**src/logic/psc_consts.svh**
```systemverilog
// named constants for the pulse generator start-source control block
`ifndef PSC_CONSTS_SVH
`define PSC_CONSTS_SVH

`define PSC_NCH 4
`define PSC_AW 5
`define PSC_DW 32

// register byte addresses
`define PSC_OFS_TGCTRL 5'h00
`define PSC_OFS_COMPARE 5'h04
`define PSC_OFS_SWSTART 5'h08
`define PSC_OFS_MODE 5'h0c
`define PSC_OFS_STATUS 5'h10

// timing generator control fields
`define PSC_TG_GO_BIT 0
`define PSC_TG_RUN_BIT 1
`define PSC_TG_CSEL_LO 2
`define PSC_TG_CSEL_HI 3
`define PSC_TG_STOP_LO 4
`define PSC_TG_STOP_HI 7

// mode register fields
`define PSC_MODE_TTS_LO 0
`define PSC_MODE_TTS_HI 3
`define PSC_MODE_GSS_LO 4
`define PSC_MODE_GSS_HI 7

// status register fields
`define PSC_ST_RUN_LO 0
`define PSC_ST_RUN_HI 3
`define PSC_ST_START_LO 4
`define PSC_ST_START_HI 7
`define PSC_ST_CNT_LO 8
`define PSC_ST_CNT_HI 15

// counter clock select codes and divider terminal counts
`define PSC_CSEL_DIV2 2'h0
`define PSC_CSEL_DIV8 2'h1
`define PSC_CSEL_DIV32 2'h2
`define PSC_CSEL_DIV64 2'h3
`define PSC_CSEL_RESET 2'h0
`define PSC_DIV2_LAST 6'h01
`define PSC_DIV8_LAST 6'h07
`define PSC_DIV32_LAST 6'h1f
`define PSC_DIV64_LAST 6'h3f

// up-counter limits
`define PSC_CNT_ZERO 8'h00
`define PSC_CNT_MAX 8'hff
`define PSC_CNT_STEP 8'h01
`define PSC_DIV_STEP 6'h01
`define PSC_CMP_OFF 8'h00
`define PSC_CMP_RESET 32'h0000_0000

`endif

```
**src/logic/psc_pkg.sv**
```systemverilog
// types shared by the start-source control modules
`include "psc_consts.svh"

package psc_pkg;

   typedef enum logic [0:0] {
      PSC_BUS_IDLE = 1'b0,
      PSC_BUS_DONE = 1'b1
   } psc_bus_e;

   typedef logic [`PSC_NCH-1:0][7:0] psc_cmp_t;

   typedef struct packed {
      psc_bus_e bus;
      logic waitreq;
      logic [`PSC_DW-1:0] rdata;
      logic [`PSC_NCH-1:0] sw_start;
      logic [`PSC_NCH-1:0] tts;
      logic [`PSC_NCH-1:0] gss;
      logic [1:0] csel;
      psc_cmp_t cmp;
      logic go;
      logic [`PSC_NCH-1:0] stop;
      logic [`PSC_NCH-1:0] gate_m;
      logic [`PSC_NCH-1:0] gate_s;
      logic [`PSC_NCH-1:0] run;
   } psc_top_s;

   typedef struct packed {
      logic [5:0] div;
      logic [7:0] count;
      logic running;
      logic step;
      logic [`PSC_NCH-1:0] start;
   } psc_tg_s;

endpackage : psc_pkg

```
**src/logic/psc_tg_if.sv**
```systemverilog
// link between the register side and the timing generator
`timescale 1ns/1ps
`include "psc_consts.svh"

interface psc_tg_if;
   import psc_pkg::*;
   logic go;
   logic [`PSC_NCH-1:0] stop;
   logic [1:0] csel;
   psc_cmp_t cmp;
   logic running;
   logic [7:0] count;
   logic [`PSC_NCH-1:0] start;

   modport ctrl (output go, output stop, output csel, output cmp,
                 input running, input count, input start);
   modport tgen (input go, input stop, input csel, input cmp,
                 output running, output count, output start);
endinterface : psc_tg_if

```
**src/logic/psc_top.sv**
```systemverilog
// start-source control for four pulse generator channels, Avalon-MM slave
`timescale 1ns/1ps
`include "psc_consts.svh"

// Behaviour
// - both selects 0: software start bit only
// - software bit 1 starts output, holds on
// - software bit 0 stops channel output
// - gate select 1, timing select 0: external timer gate
// - output follows gate asserted, stops negated
// - negated gate means no further output
// - timing select 1: timing generator start
// - counter-go write 1 starts up-counter
// - count equals match value: start asserted
// - stop bit written 0 negates start
// - clock select divides by 2,8,32,64
// - counter stops itself at 0xFF
// - match value zero disables compare
// - stop write beats simultaneous match
module psc_top
   import psc_pkg::*;
(
   input wire logic clk_in,
   input wire logic nrst_in,
   input wire logic [`PSC_AW-1:0] address_in,
   input wire logic read_in,
   input wire logic write_in,
   input wire logic [`PSC_DW-1:0] writedata_in,
   input wire logic [3:0] byteenable_in,
   input wire logic [`PSC_NCH-1:0] gate_in,
   output logic [`PSC_DW-1:0] readdata_out,
   output logic waitrequest_out,
   output logic [`PSC_NCH-1:0] pulse_run_out
);

   psc_top_s q;
   psc_top_s d;

   psc_tg_if tg_bus ();

   psc_timing_gen u_tgen (
      .clk_in(clk_in),
      .nrst_in(nrst_in),
      .tg(tg_bus)
   );

   function automatic logic [`PSC_DW-1:0] psc_merge(
      input logic [`PSC_DW-1:0] old_v,
      input logic [`PSC_DW-1:0] new_v,
      input logic [3:0] be
   );
      logic [`PSC_DW-1:0] r;
      r = old_v;
      for (int b = 0; b < 4; b++) begin
         if (be[b]) begin
            r[b*8 +: 8] = new_v[b*8 +: 8];
         end
      end
      psc_merge = r;
   endfunction : psc_merge

   function automatic logic [`PSC_DW-1:0] psc_read(
      input logic [`PSC_AW-1:0] addr,
      input psc_top_s s,
      input logic running,
      input logic [7:0] count,
      input logic [`PSC_NCH-1:0] start
   );
      logic [`PSC_DW-1:0] r;
      r = '0;
      case (addr)
         `PSC_OFS_TGCTRL: begin
            r[`PSC_TG_RUN_BIT] = running;
            r[`PSC_TG_CSEL_HI:`PSC_TG_CSEL_LO] = s.csel;
            r[`PSC_TG_STOP_HI:`PSC_TG_STOP_LO] = '1;
         end
         `PSC_OFS_COMPARE: r = s.cmp;
         `PSC_OFS_SWSTART: r[`PSC_NCH-1:0] = s.sw_start;
         `PSC_OFS_MODE: begin
            r[`PSC_MODE_TTS_HI:`PSC_MODE_TTS_LO] = s.tts;
            r[`PSC_MODE_GSS_HI:`PSC_MODE_GSS_LO] = s.gss;
         end
         `PSC_OFS_STATUS: begin
            r[`PSC_ST_RUN_HI:`PSC_ST_RUN_LO] = s.run;
            r[`PSC_ST_START_HI:`PSC_ST_START_LO] = start;
            r[`PSC_ST_CNT_HI:`PSC_ST_CNT_LO] = count;
         end
         default: r = '0;
      endcase
      psc_read = r;
   endfunction : psc_read

   always_comb begin
      d = q;
      d.go = 1'b0;
      d.stop = '0;
      d.gate_m = gate_in;
      d.gate_s = q.gate_m;
      case (q.bus)
         PSC_BUS_IDLE: begin
            if (read_in || write_in) begin
               d.bus = PSC_BUS_DONE;
               d.waitreq = 1'b0;
               d.rdata = read_in ?
                  psc_read(address_in, q, tg_bus.running, tg_bus.count, tg_bus.start) : '0;
            end
         end
         PSC_BUS_DONE: begin
            d.bus = PSC_BUS_IDLE;
            d.waitreq = 1'b1;
            if (write_in && byteenable_in[0]) begin
               case (address_in)
                  `PSC_OFS_TGCTRL: begin
                     d.go = writedata_in[`PSC_TG_GO_BIT];
                     d.csel = writedata_in[`PSC_TG_CSEL_HI:`PSC_TG_CSEL_LO];
                     d.stop = ~writedata_in[`PSC_TG_STOP_HI:`PSC_TG_STOP_LO];
                  end
                  `PSC_OFS_SWSTART: d.sw_start = writedata_in[`PSC_NCH-1:0];
                  `PSC_OFS_MODE: begin
                     d.tts = writedata_in[`PSC_MODE_TTS_HI:`PSC_MODE_TTS_LO];
                     d.gss = writedata_in[`PSC_MODE_GSS_HI:`PSC_MODE_GSS_LO];
                  end
                  default: d.go = 1'b0;
               endcase
            end
            if (write_in && (address_in == `PSC_OFS_COMPARE)) begin
               d.cmp = psc_merge(q.cmp, writedata_in, byteenable_in);
            end
         end
         default: begin
            d.bus = PSC_BUS_IDLE;
            d.waitreq = 1'b1;
         end
      endcase
      for (int i = 0; i < `PSC_NCH; i++) begin
         if (q.tts[i]) begin
            d.run[i] = tg_bus.start[i];
         end else if (q.gss[i]) begin
            d.run[i] = q.gate_s[i];
         end else begin
            d.run[i] = q.sw_start[i];
         end
      end
   end

   always_ff @(posedge clk_in or negedge nrst_in) begin
      if (!nrst_in) begin
         q <= '0;
         q.bus <= PSC_BUS_IDLE;
         q.waitreq <= 1'b1;
         q.csel <= `PSC_CSEL_RESET;
         q.cmp <= `PSC_CMP_RESET;
      end else begin
         q <= d;
      end
   end

   assign tg_bus.go = q.go;
   assign tg_bus.stop = q.stop;
   assign tg_bus.csel = q.csel;
   assign tg_bus.cmp = q.cmp;

   assign readdata_out = q.rdata;
   assign waitrequest_out = q.waitreq;
   assign pulse_run_out = q.run;

endmodule : psc_top

```
**src/logic/psc_timing_gen.sv**
```systemverilog
// timing generator: prescaler, 8-bit up-counter and per-channel compare
`timescale 1ns/1ps
`include "psc_consts.svh"

module psc_timing_gen
   import psc_pkg::*;
(
   input wire logic clk_in,
   input wire logic nrst_in,
   psc_tg_if.tgen tg
);

   psc_tg_s q;
   psc_tg_s d;

   function automatic logic [5:0] psc_div_last(input logic [1:0] sel);
      case (sel)
         `PSC_CSEL_DIV2: psc_div_last = `PSC_DIV2_LAST;
         `PSC_CSEL_DIV8: psc_div_last = `PSC_DIV8_LAST;
         `PSC_CSEL_DIV32: psc_div_last = `PSC_DIV32_LAST;
         `PSC_CSEL_DIV64: psc_div_last = `PSC_DIV64_LAST;
         default: psc_div_last = `PSC_DIV2_LAST;
      endcase
   endfunction : psc_div_last

   always_comb begin
      logic hit;
      hit = 1'b0;
      d = q;
      d.step = 1'b0;
      if (tg.go) begin
         // every start restarts from zero
         d.count = `PSC_CNT_ZERO;
         d.div = '0;
         d.running = 1'b1;
      end else if (q.running) begin
         if (q.div >= psc_div_last(tg.csel)) begin
            d.div = '0;
            d.count = q.count + `PSC_CNT_STEP;
            d.step = 1'b1;
            if (q.count == (`PSC_CNT_MAX - `PSC_CNT_STEP)) begin
               d.running = 1'b0;
            end
         end else begin
            d.div = q.div + `PSC_DIV_STEP;
         end
      end
      for (int i = 0; i < `PSC_NCH; i++) begin
         // compare only on the cycle the count has just moved
         hit = q.step && (q.count == tg.cmp[i]) && (tg.cmp[i] != `PSC_CMP_OFF);
         // a stop written in the same cycle as a match wins
         d.start[i] = (q.start[i] | hit) & ~tg.stop[i];
      end
   end

   always_ff @(posedge clk_in or negedge nrst_in) begin
      if (!nrst_in) begin
         q <= '0;
      end else begin
         q <= d;
      end
   end

   assign tg.running = q.running;
   assign tg.count = q.count;
   assign tg.start = q.start;

endmodule : psc_timing_gen

```
**config.mk**
```make
export PLATFORM = sky130hd
export DESIGN_NAME = psc_top
export DESIGN_NICKNAME = d
export VERILOG_FILES = /design/src/logic/psc_pkg.sv /design/src/logic/psc_tg_if.sv /design/src/logic/psc_top.sv /design/src/logic/psc_timing_gen.sv
export VERILOG_INCLUDE_DIRS = /design/src /design/src/logic
export SDC_FILE = /design/constraint.sdc
export NUM_CORES = 1
export LEC_CHECK = 0
export BUFFER_PORTS_ARGS = -buffer_cell sky130_fd_sc_hd__buf_4
export CAP_MARGIN = 15
export CORE_MARGIN = 3
export CORE_UTILIZATION = 33
export CTS_BUF_LIST = sky130_fd_sc_hd__clkbuf_4
export DETAILED_ROUTE_END_ITERATION = 10
export GPL_TIMING_DRIVEN = 0
export PLACE_DENSITY = 0.53
export SLEW_MARGIN = 15
export SYNTH_ARGS = -nofsm -noshare
export SYNTH_HDL_FRONTEND = slang
export SYNTH_HIERARCHICAL = 1
export SYNTH_SLANG_ARGS = --single-unit
```
**constraint.sdc**
```tcl
create_clock -name clk_in -period 3 [get_ports clk_in]
set_clock_uncertainty 0.2 [all_clocks]
set_input_delay 0.6 -clock clk_in [delete_from_list [all_inputs] [get_ports clk_in]]
set_output_delay 0.6 -clock clk_in [all_outputs]
set_load 0.02 [all_outputs]
```
==> impl_table.tex <==
\begin{tabular}{lr}
\hline
Metric & Value \\
\hline
\multicolumn{2}{l}{\textbf{Worst setup path}} \\
\quad Ordered list of cells on the worst path & nor4bb\_1 -> nand4\_1 -> mux2\_2 \\
\quad CP Data Required Time & 3.23 ns \\
\quad Worst r2r src & q[96]\$\_DFF\_PN0\_ \\
\quad Category of the worst setup path capture point & flip-flop \\
\quad Category of the worst setup path launch point & flip-flop \\
\quad Data arrival at the endpoint of the critical path & 2.91 ns \\
\quad CP max stage delay & 0.75 ns \\
\quad Crit path max fanout & 8 \\
\quad Slowest-stage cell, CP & sky130\_fd\_sc\_hd\_\_nor4bb\_1 \\
\quad Worst setup path startpoint & q[96]\$\_DFF\_PN0\_ \\
\quad Worst setup path class & flip-flop to flip-flop \\
\multicolumn{2}{l}{\textbf{Timing}} \\
\quad Pin slew with the least headroom to its limit & 0.8809 ns \\
\quad Part of the cycle the worst path needs & 0.8943 \\
\quad Total Negative Setup Slacks & 0 ns \\
\quad Hold Violations, Final & 0 \\
\quad Final setup margin & 0.3172 ns \\
\quad Final count of negative-setup-slack endpoints & 0 \\
\quad Crit path time final & 2.683 ns \\
\quad RSZ-0062 raised after global routing & false \\
\quad Peak Freq & 372.7 MHz \\
\quad Max\_slew headroom & 0.4047 \\
\quad Pins over their slew limit & 0 \\
\multicolumn{2}{l}{\textbf{Detailed routing}} \\
\quad Violation count after the first detailed-routing iteration & 269 \\
\quad Detailed-route vias per instance & 5.099 \\
\quad Vias after detailed routing & 4319 \\
\quad Number of DRC violations after detailed routing & 0 \\
\quad Drt first pass iters & 4 \\
\quad Total wirelength of the detailed-routed design & 14910 microns \\
\quad Avg WL per Cell & 17.60 microns \\
\quad Antenna Violating Nets Remaining & 0 \\
\multicolumn{2}{l}{\textbf{Clocking}} \\
\quad Root cell of the clock tree & sky130\_fd\_sc\_hd\_\_clkbuf\_4 \\
\quad H-Tree Level Count & 4 \\
\quad Number of buffers added for setup after CTS & 0 \\
\quad Clock insertion delay at the later pin of the skew report & 0.56 ns \\
\quad Number of buffers on the longest clock path & 2 \\
\quad Sinks on Clock Net & 117 \\
\quad Number of buffers inserted during clock tree synthesis & 17 \\
\quad Reg clk slew, reported paths & 0.11 ns \\
\quad Clock tree from TritonCTS & built \\
\multicolumn{2}{l}{\textbf{Floorplan}} \\
\quad Die span in x & 138.8 microns \\
\quad Initial core utilization & 0.3438 \\
\quad Floorplan row count & 47 \\
\quad CORE AREA & 16940 sq um \\
\quad Die area & 19280 sq um \\
\quad DIE HEIGHT & 138.8 microns \\
\quad Top-level I/O count & 86 \\
\multicolumn{2}{l}{\textbf{Logic synthesis}} \\
\quad Post-Syn Area per Cell & 11.62 sq um \\
\quad Cell with the most instances after synthesis & sky130\_fd\_sc\_hd\_\_dfrtp\_1 \\
\quad Most numerous cell types in the synthesized netlist & sky130\_fd\_sc\_hd\_\_dfrtp\_1 (116), sky130\_fd\_sc\_hd\_\_buf\_4 (49), sky130\_fd\_sc\_hd\_\_mux2\_2 (48), sky130\_fd\_sc\_hd\_\_xor2\_1 (18) \\
\quad Post-synth EDFFs & 0 \\
\quad Synth warn & 6 \\
\quad Async S/R FF share, synth & 1.000 \\
\quad Share of the synthesized area in the top cell type & 0.4985 \\
\quad Netlist Area Pre-Place & 5823 sq um \\
\quad Dominant cell type by area after synthesis & sky130\_fd\_sc\_hd\_\_dfrtp\_1 \\
\quad Top flip-flop cell by instance count after synthesis & sky130\_fd\_sc\_hd\_\_dfrtp\_1 \\
\quad Syn\_nets & 558 \\
\quad Number of register bits inferred by synthesis & 117 \\
\quad Sequential cell area fraction in the yosys report & 0.5030 \\
\quad Largest cells by area after synthesis & sky130\_fd\_sc\_hd\_\_dfrtp\_1 (50\%), sky130\_fd\_sc\_hd\_\_mux2\_2 (9.3\%), sky130\_fd\_sc\_hd\_\_buf\_4 (6.3\%) \\
\quad Synthesized instance count & 501 \\
\quad Distinct cell type count of the synthesized netlist & 57 \\
\multicolumn{2}{l}{\textbf{Run status}} \\
\quad Run status & completed \\
\multicolumn{2}{l}{\textbf{Placement}} \\
\quad Dpl ws & 0.1467 ns \\
\quad Cell Area, Placed & 6753 sq um \\
\quad DP Wirelength & 10900 microns \\
\quad Port-buffer cells & 83 \\
\quad Final estimated routing congestion in global placement & 0.8184 \\
\multicolumn{2}{l}{\textbf{Global routing}} \\
\quad Wire length of the first global-routing pass & 24060 microns \\
\quad GR peak layer & met2 \\
\quad Met2 routing resource usage after global routing & 0.2332 \\
\quad Remaining global-route overflow & 0 \\
\quad Number of antenna violations at the first check in global routing & 1 \\
\quad GR Layer Usage met3 & 0.04310 \\
\quad Pin count of the biggest net entering global routing & 76 \\
\quad All-Layer GR Usage & 0.1593 \\
\quad Vias in the first global route & 4340 \\
\quad GR met1 Demand/Resource & 0.2209 \\
\multicolumn{2}{l}{\textbf{Pwr}} \\
\quad Proportion of power drawn by flip-flops and latches & 0.457 \\
\quad Int Power & 2.810 mW \\
\quad Leakage Power & 3.504 nW \\
\quad Clock share of power & 0.318 \\
\quad Power Density & 567.9 nW/um\^{}2 \\
\quad Switching component of the power & 1.259 mW \\
\quad IR drop worst, VDD & 0.2642 mV \\
\quad Proportion of power drawn by combinational gates & 0.225 \\
\quad Switching part of the total power & 0.3094 \\
\multicolumn{2}{l}{\textbf{Flow run}} \\
\quad Number of max-cap violations & 0 \\
\multicolumn{2}{l}{\textbf{Finish}} \\
\quad Fraction of layout instances using a drive strength above 1 & 0.3754 \\
\quad Final design utilization & 0.4230 \\
\quad Number of fill cells & 1633 \\
\quad Cell area after layout & 7164 sq um \\
\quad Layout net count & 670 \\
\quad Area growth from synthesis to layout & 23.03\% \\
\multicolumn{2}{l}{\textbf{Worst hold path}} \\
\quad Worst hold path class & input pin to flip-flop \\
\quad Worst Hold Launch & writedata\_in[22] \\
\hline
\end{tabular}
## sequential cells by signal, summed over array words and instances (netlist names)
register,flops
d,4
pulse_run_out,4
q,49
readdata_out,32
tg_bus.csel,2
tg_bus.go,1
tg_bus.stop,4
u_tgen/q,7
u_tgen/tg.count,8
u_tgen/tg.running,1
u_tgen/tg.start,4
waitrequest_out,1
## final cells by class
type | instances | area, sq um | area share
sequential | 117 | 2929 | 0.4088
multi-input combinational | 298 | 2356 | 0.3289
timing repair buffer | 93 | 744.5 | 0.1039
buffer | 76 | 500.5 | 0.06986
tap | 220 | 275.3 | 0.03842
clock inverter | 14 | 183.9 | 0.02567
clock buffer | 18 | 135.1 | 0.01886
inverter | 10 | 37.54 | 0.005239
antenna | 1 | 2.502 | 0.0003493
## power groups by stage
| stage | Combinational (mW) | Clock (mW) | Sequential [mW] |
|---|---|---|---|
| 3_3_place_gp | 0.884 | 0 | 1.89 |
| 5_1_grt | 1.01 | 1.42 | 1.88 |
| 4_1_cts | 0.924 | 1.34 | 1.86 |
| 2_1_floorplan | 0.629 | 0 | 1.85 |
| 3_5_place_dp | 0.912 | 0 | 1.89 |
| 6_report | 0.915 | 1.29 | 1.86 |
## worst max-delay path, delay by kind of cell (launching register included)
kind / cells / cell delay (ns)
muxes: 1 / 0.46
DFF: 1 / 0.54
and+or+nand+nor: 2 / 1.35
## routing by layer
| layer | share of wire | vias up |
|---|---|---|
| met5 | 0 | - |
| met2 | 0.46 | 125 |
| met3 | 0.050 | 23 |
| met4 | 0.028 | 0 |
| met1 | 0.47 | 2164 |
| li1 | - | 2007 |
## worst paths after layout
check	to	slack, ns	cells after the start
min in group asynchronous	readdata_out[10]$_DFFE_PN0P_	0.33	2
worst max-delay path	q[30]$_DFFE_PN0P_	0.32	3
worst min-delay path	q[39]$_DFFE_PN0P_	0.07	2
worst max register to register	q[30]$_DFFE_PN0P_	0.32	3
max in group asynchronous	waitrequest_out$_DFFE_PN1P_	1.54	3
worst min register to register	q[5]$_DFF_PN0_	0.16	0
## timing repair
item                                   CTS  global route
hold buffers                             9             0
setup endpoints to repair                0             0
gates resized for setup                  0             0
endpoints found under the hold margin   50             0
## placed cells by master, fill, tap and decap left out, types with 6 or more instances in the layout
cell,n
sky130_fd_sc_hd__clkbuf_1,16
sky130_fd_sc_hd__nor4_1,7
sky130_fd_sc_hd__a221o_1,14
sky130_fd_sc_hd__nor3_1,7
sky130_fd_sc_hd__and2_1,10
sky130_fd_sc_hd__buf_4,131
sky130_fd_sc_hd__nand3_1,12
sky130_fd_sc_hd__o21ai_0,6
sky130_fd_sc_hd__nor2b_1,6
sky130_fd_sc_hd__mux2i_1,10
sky130_fd_sc_hd__nand4_1,8
sky130_fd_sc_hd__xor2_1,18
sky130_fd_sc_hd__nor2_1,16
sky130_fd_sc_hd__mux2_2,48
sky130_fd_sc_hd__inv_1,9
sky130_fd_sc_hd__nand2_1,16
sky130_fd_sc_hd__a31oi_1,7
sky130_fd_sc_hd__a21oi_1,16
sky130_fd_sc_hd__dlygate4sd3_1,9
sky130_fd_sc_hd__buf_2,7
sky130_fd_sc_hd__dfrtp_1,116
sky130_fd_sc_hd__a22o_1,16
sky130_fd_sc_hd__xnor2_1,10
sky130_fd_sc_hd__ha_1,8
sky130_fd_sc_hd__clkbuf_4,18
## stage by stage
stage | std cells | total power, mW | hold slack [ns]
floorplan | 501 | 2.474 | 0.1044
global placement | 804 | 2.771 | 0.1336
detailed placement | 805 | 2.803 | 0.1365
CTS | 846 | 4.121 | 0.03330
global route | 847 | 4.319 | 0.01725
finish | 847 | 4.069 | 0.07420
## cell families after synthesis
group / after synthesis / share of synthesized area
XOR/XNOR: 28 / 0.04211
AND/OR/NAND/NOR: 120 / 0.1208
flip-flops: 117 / 0.5030
adder cells (fa/ha/maj): 8 / 0.01719
buffers and inverters: 86 / 0.09239
AO/OA/AOI/OAI: 82 / 0.1094
multiplexers: 60 / 0.1152
(Power assumes the default switching activity.)
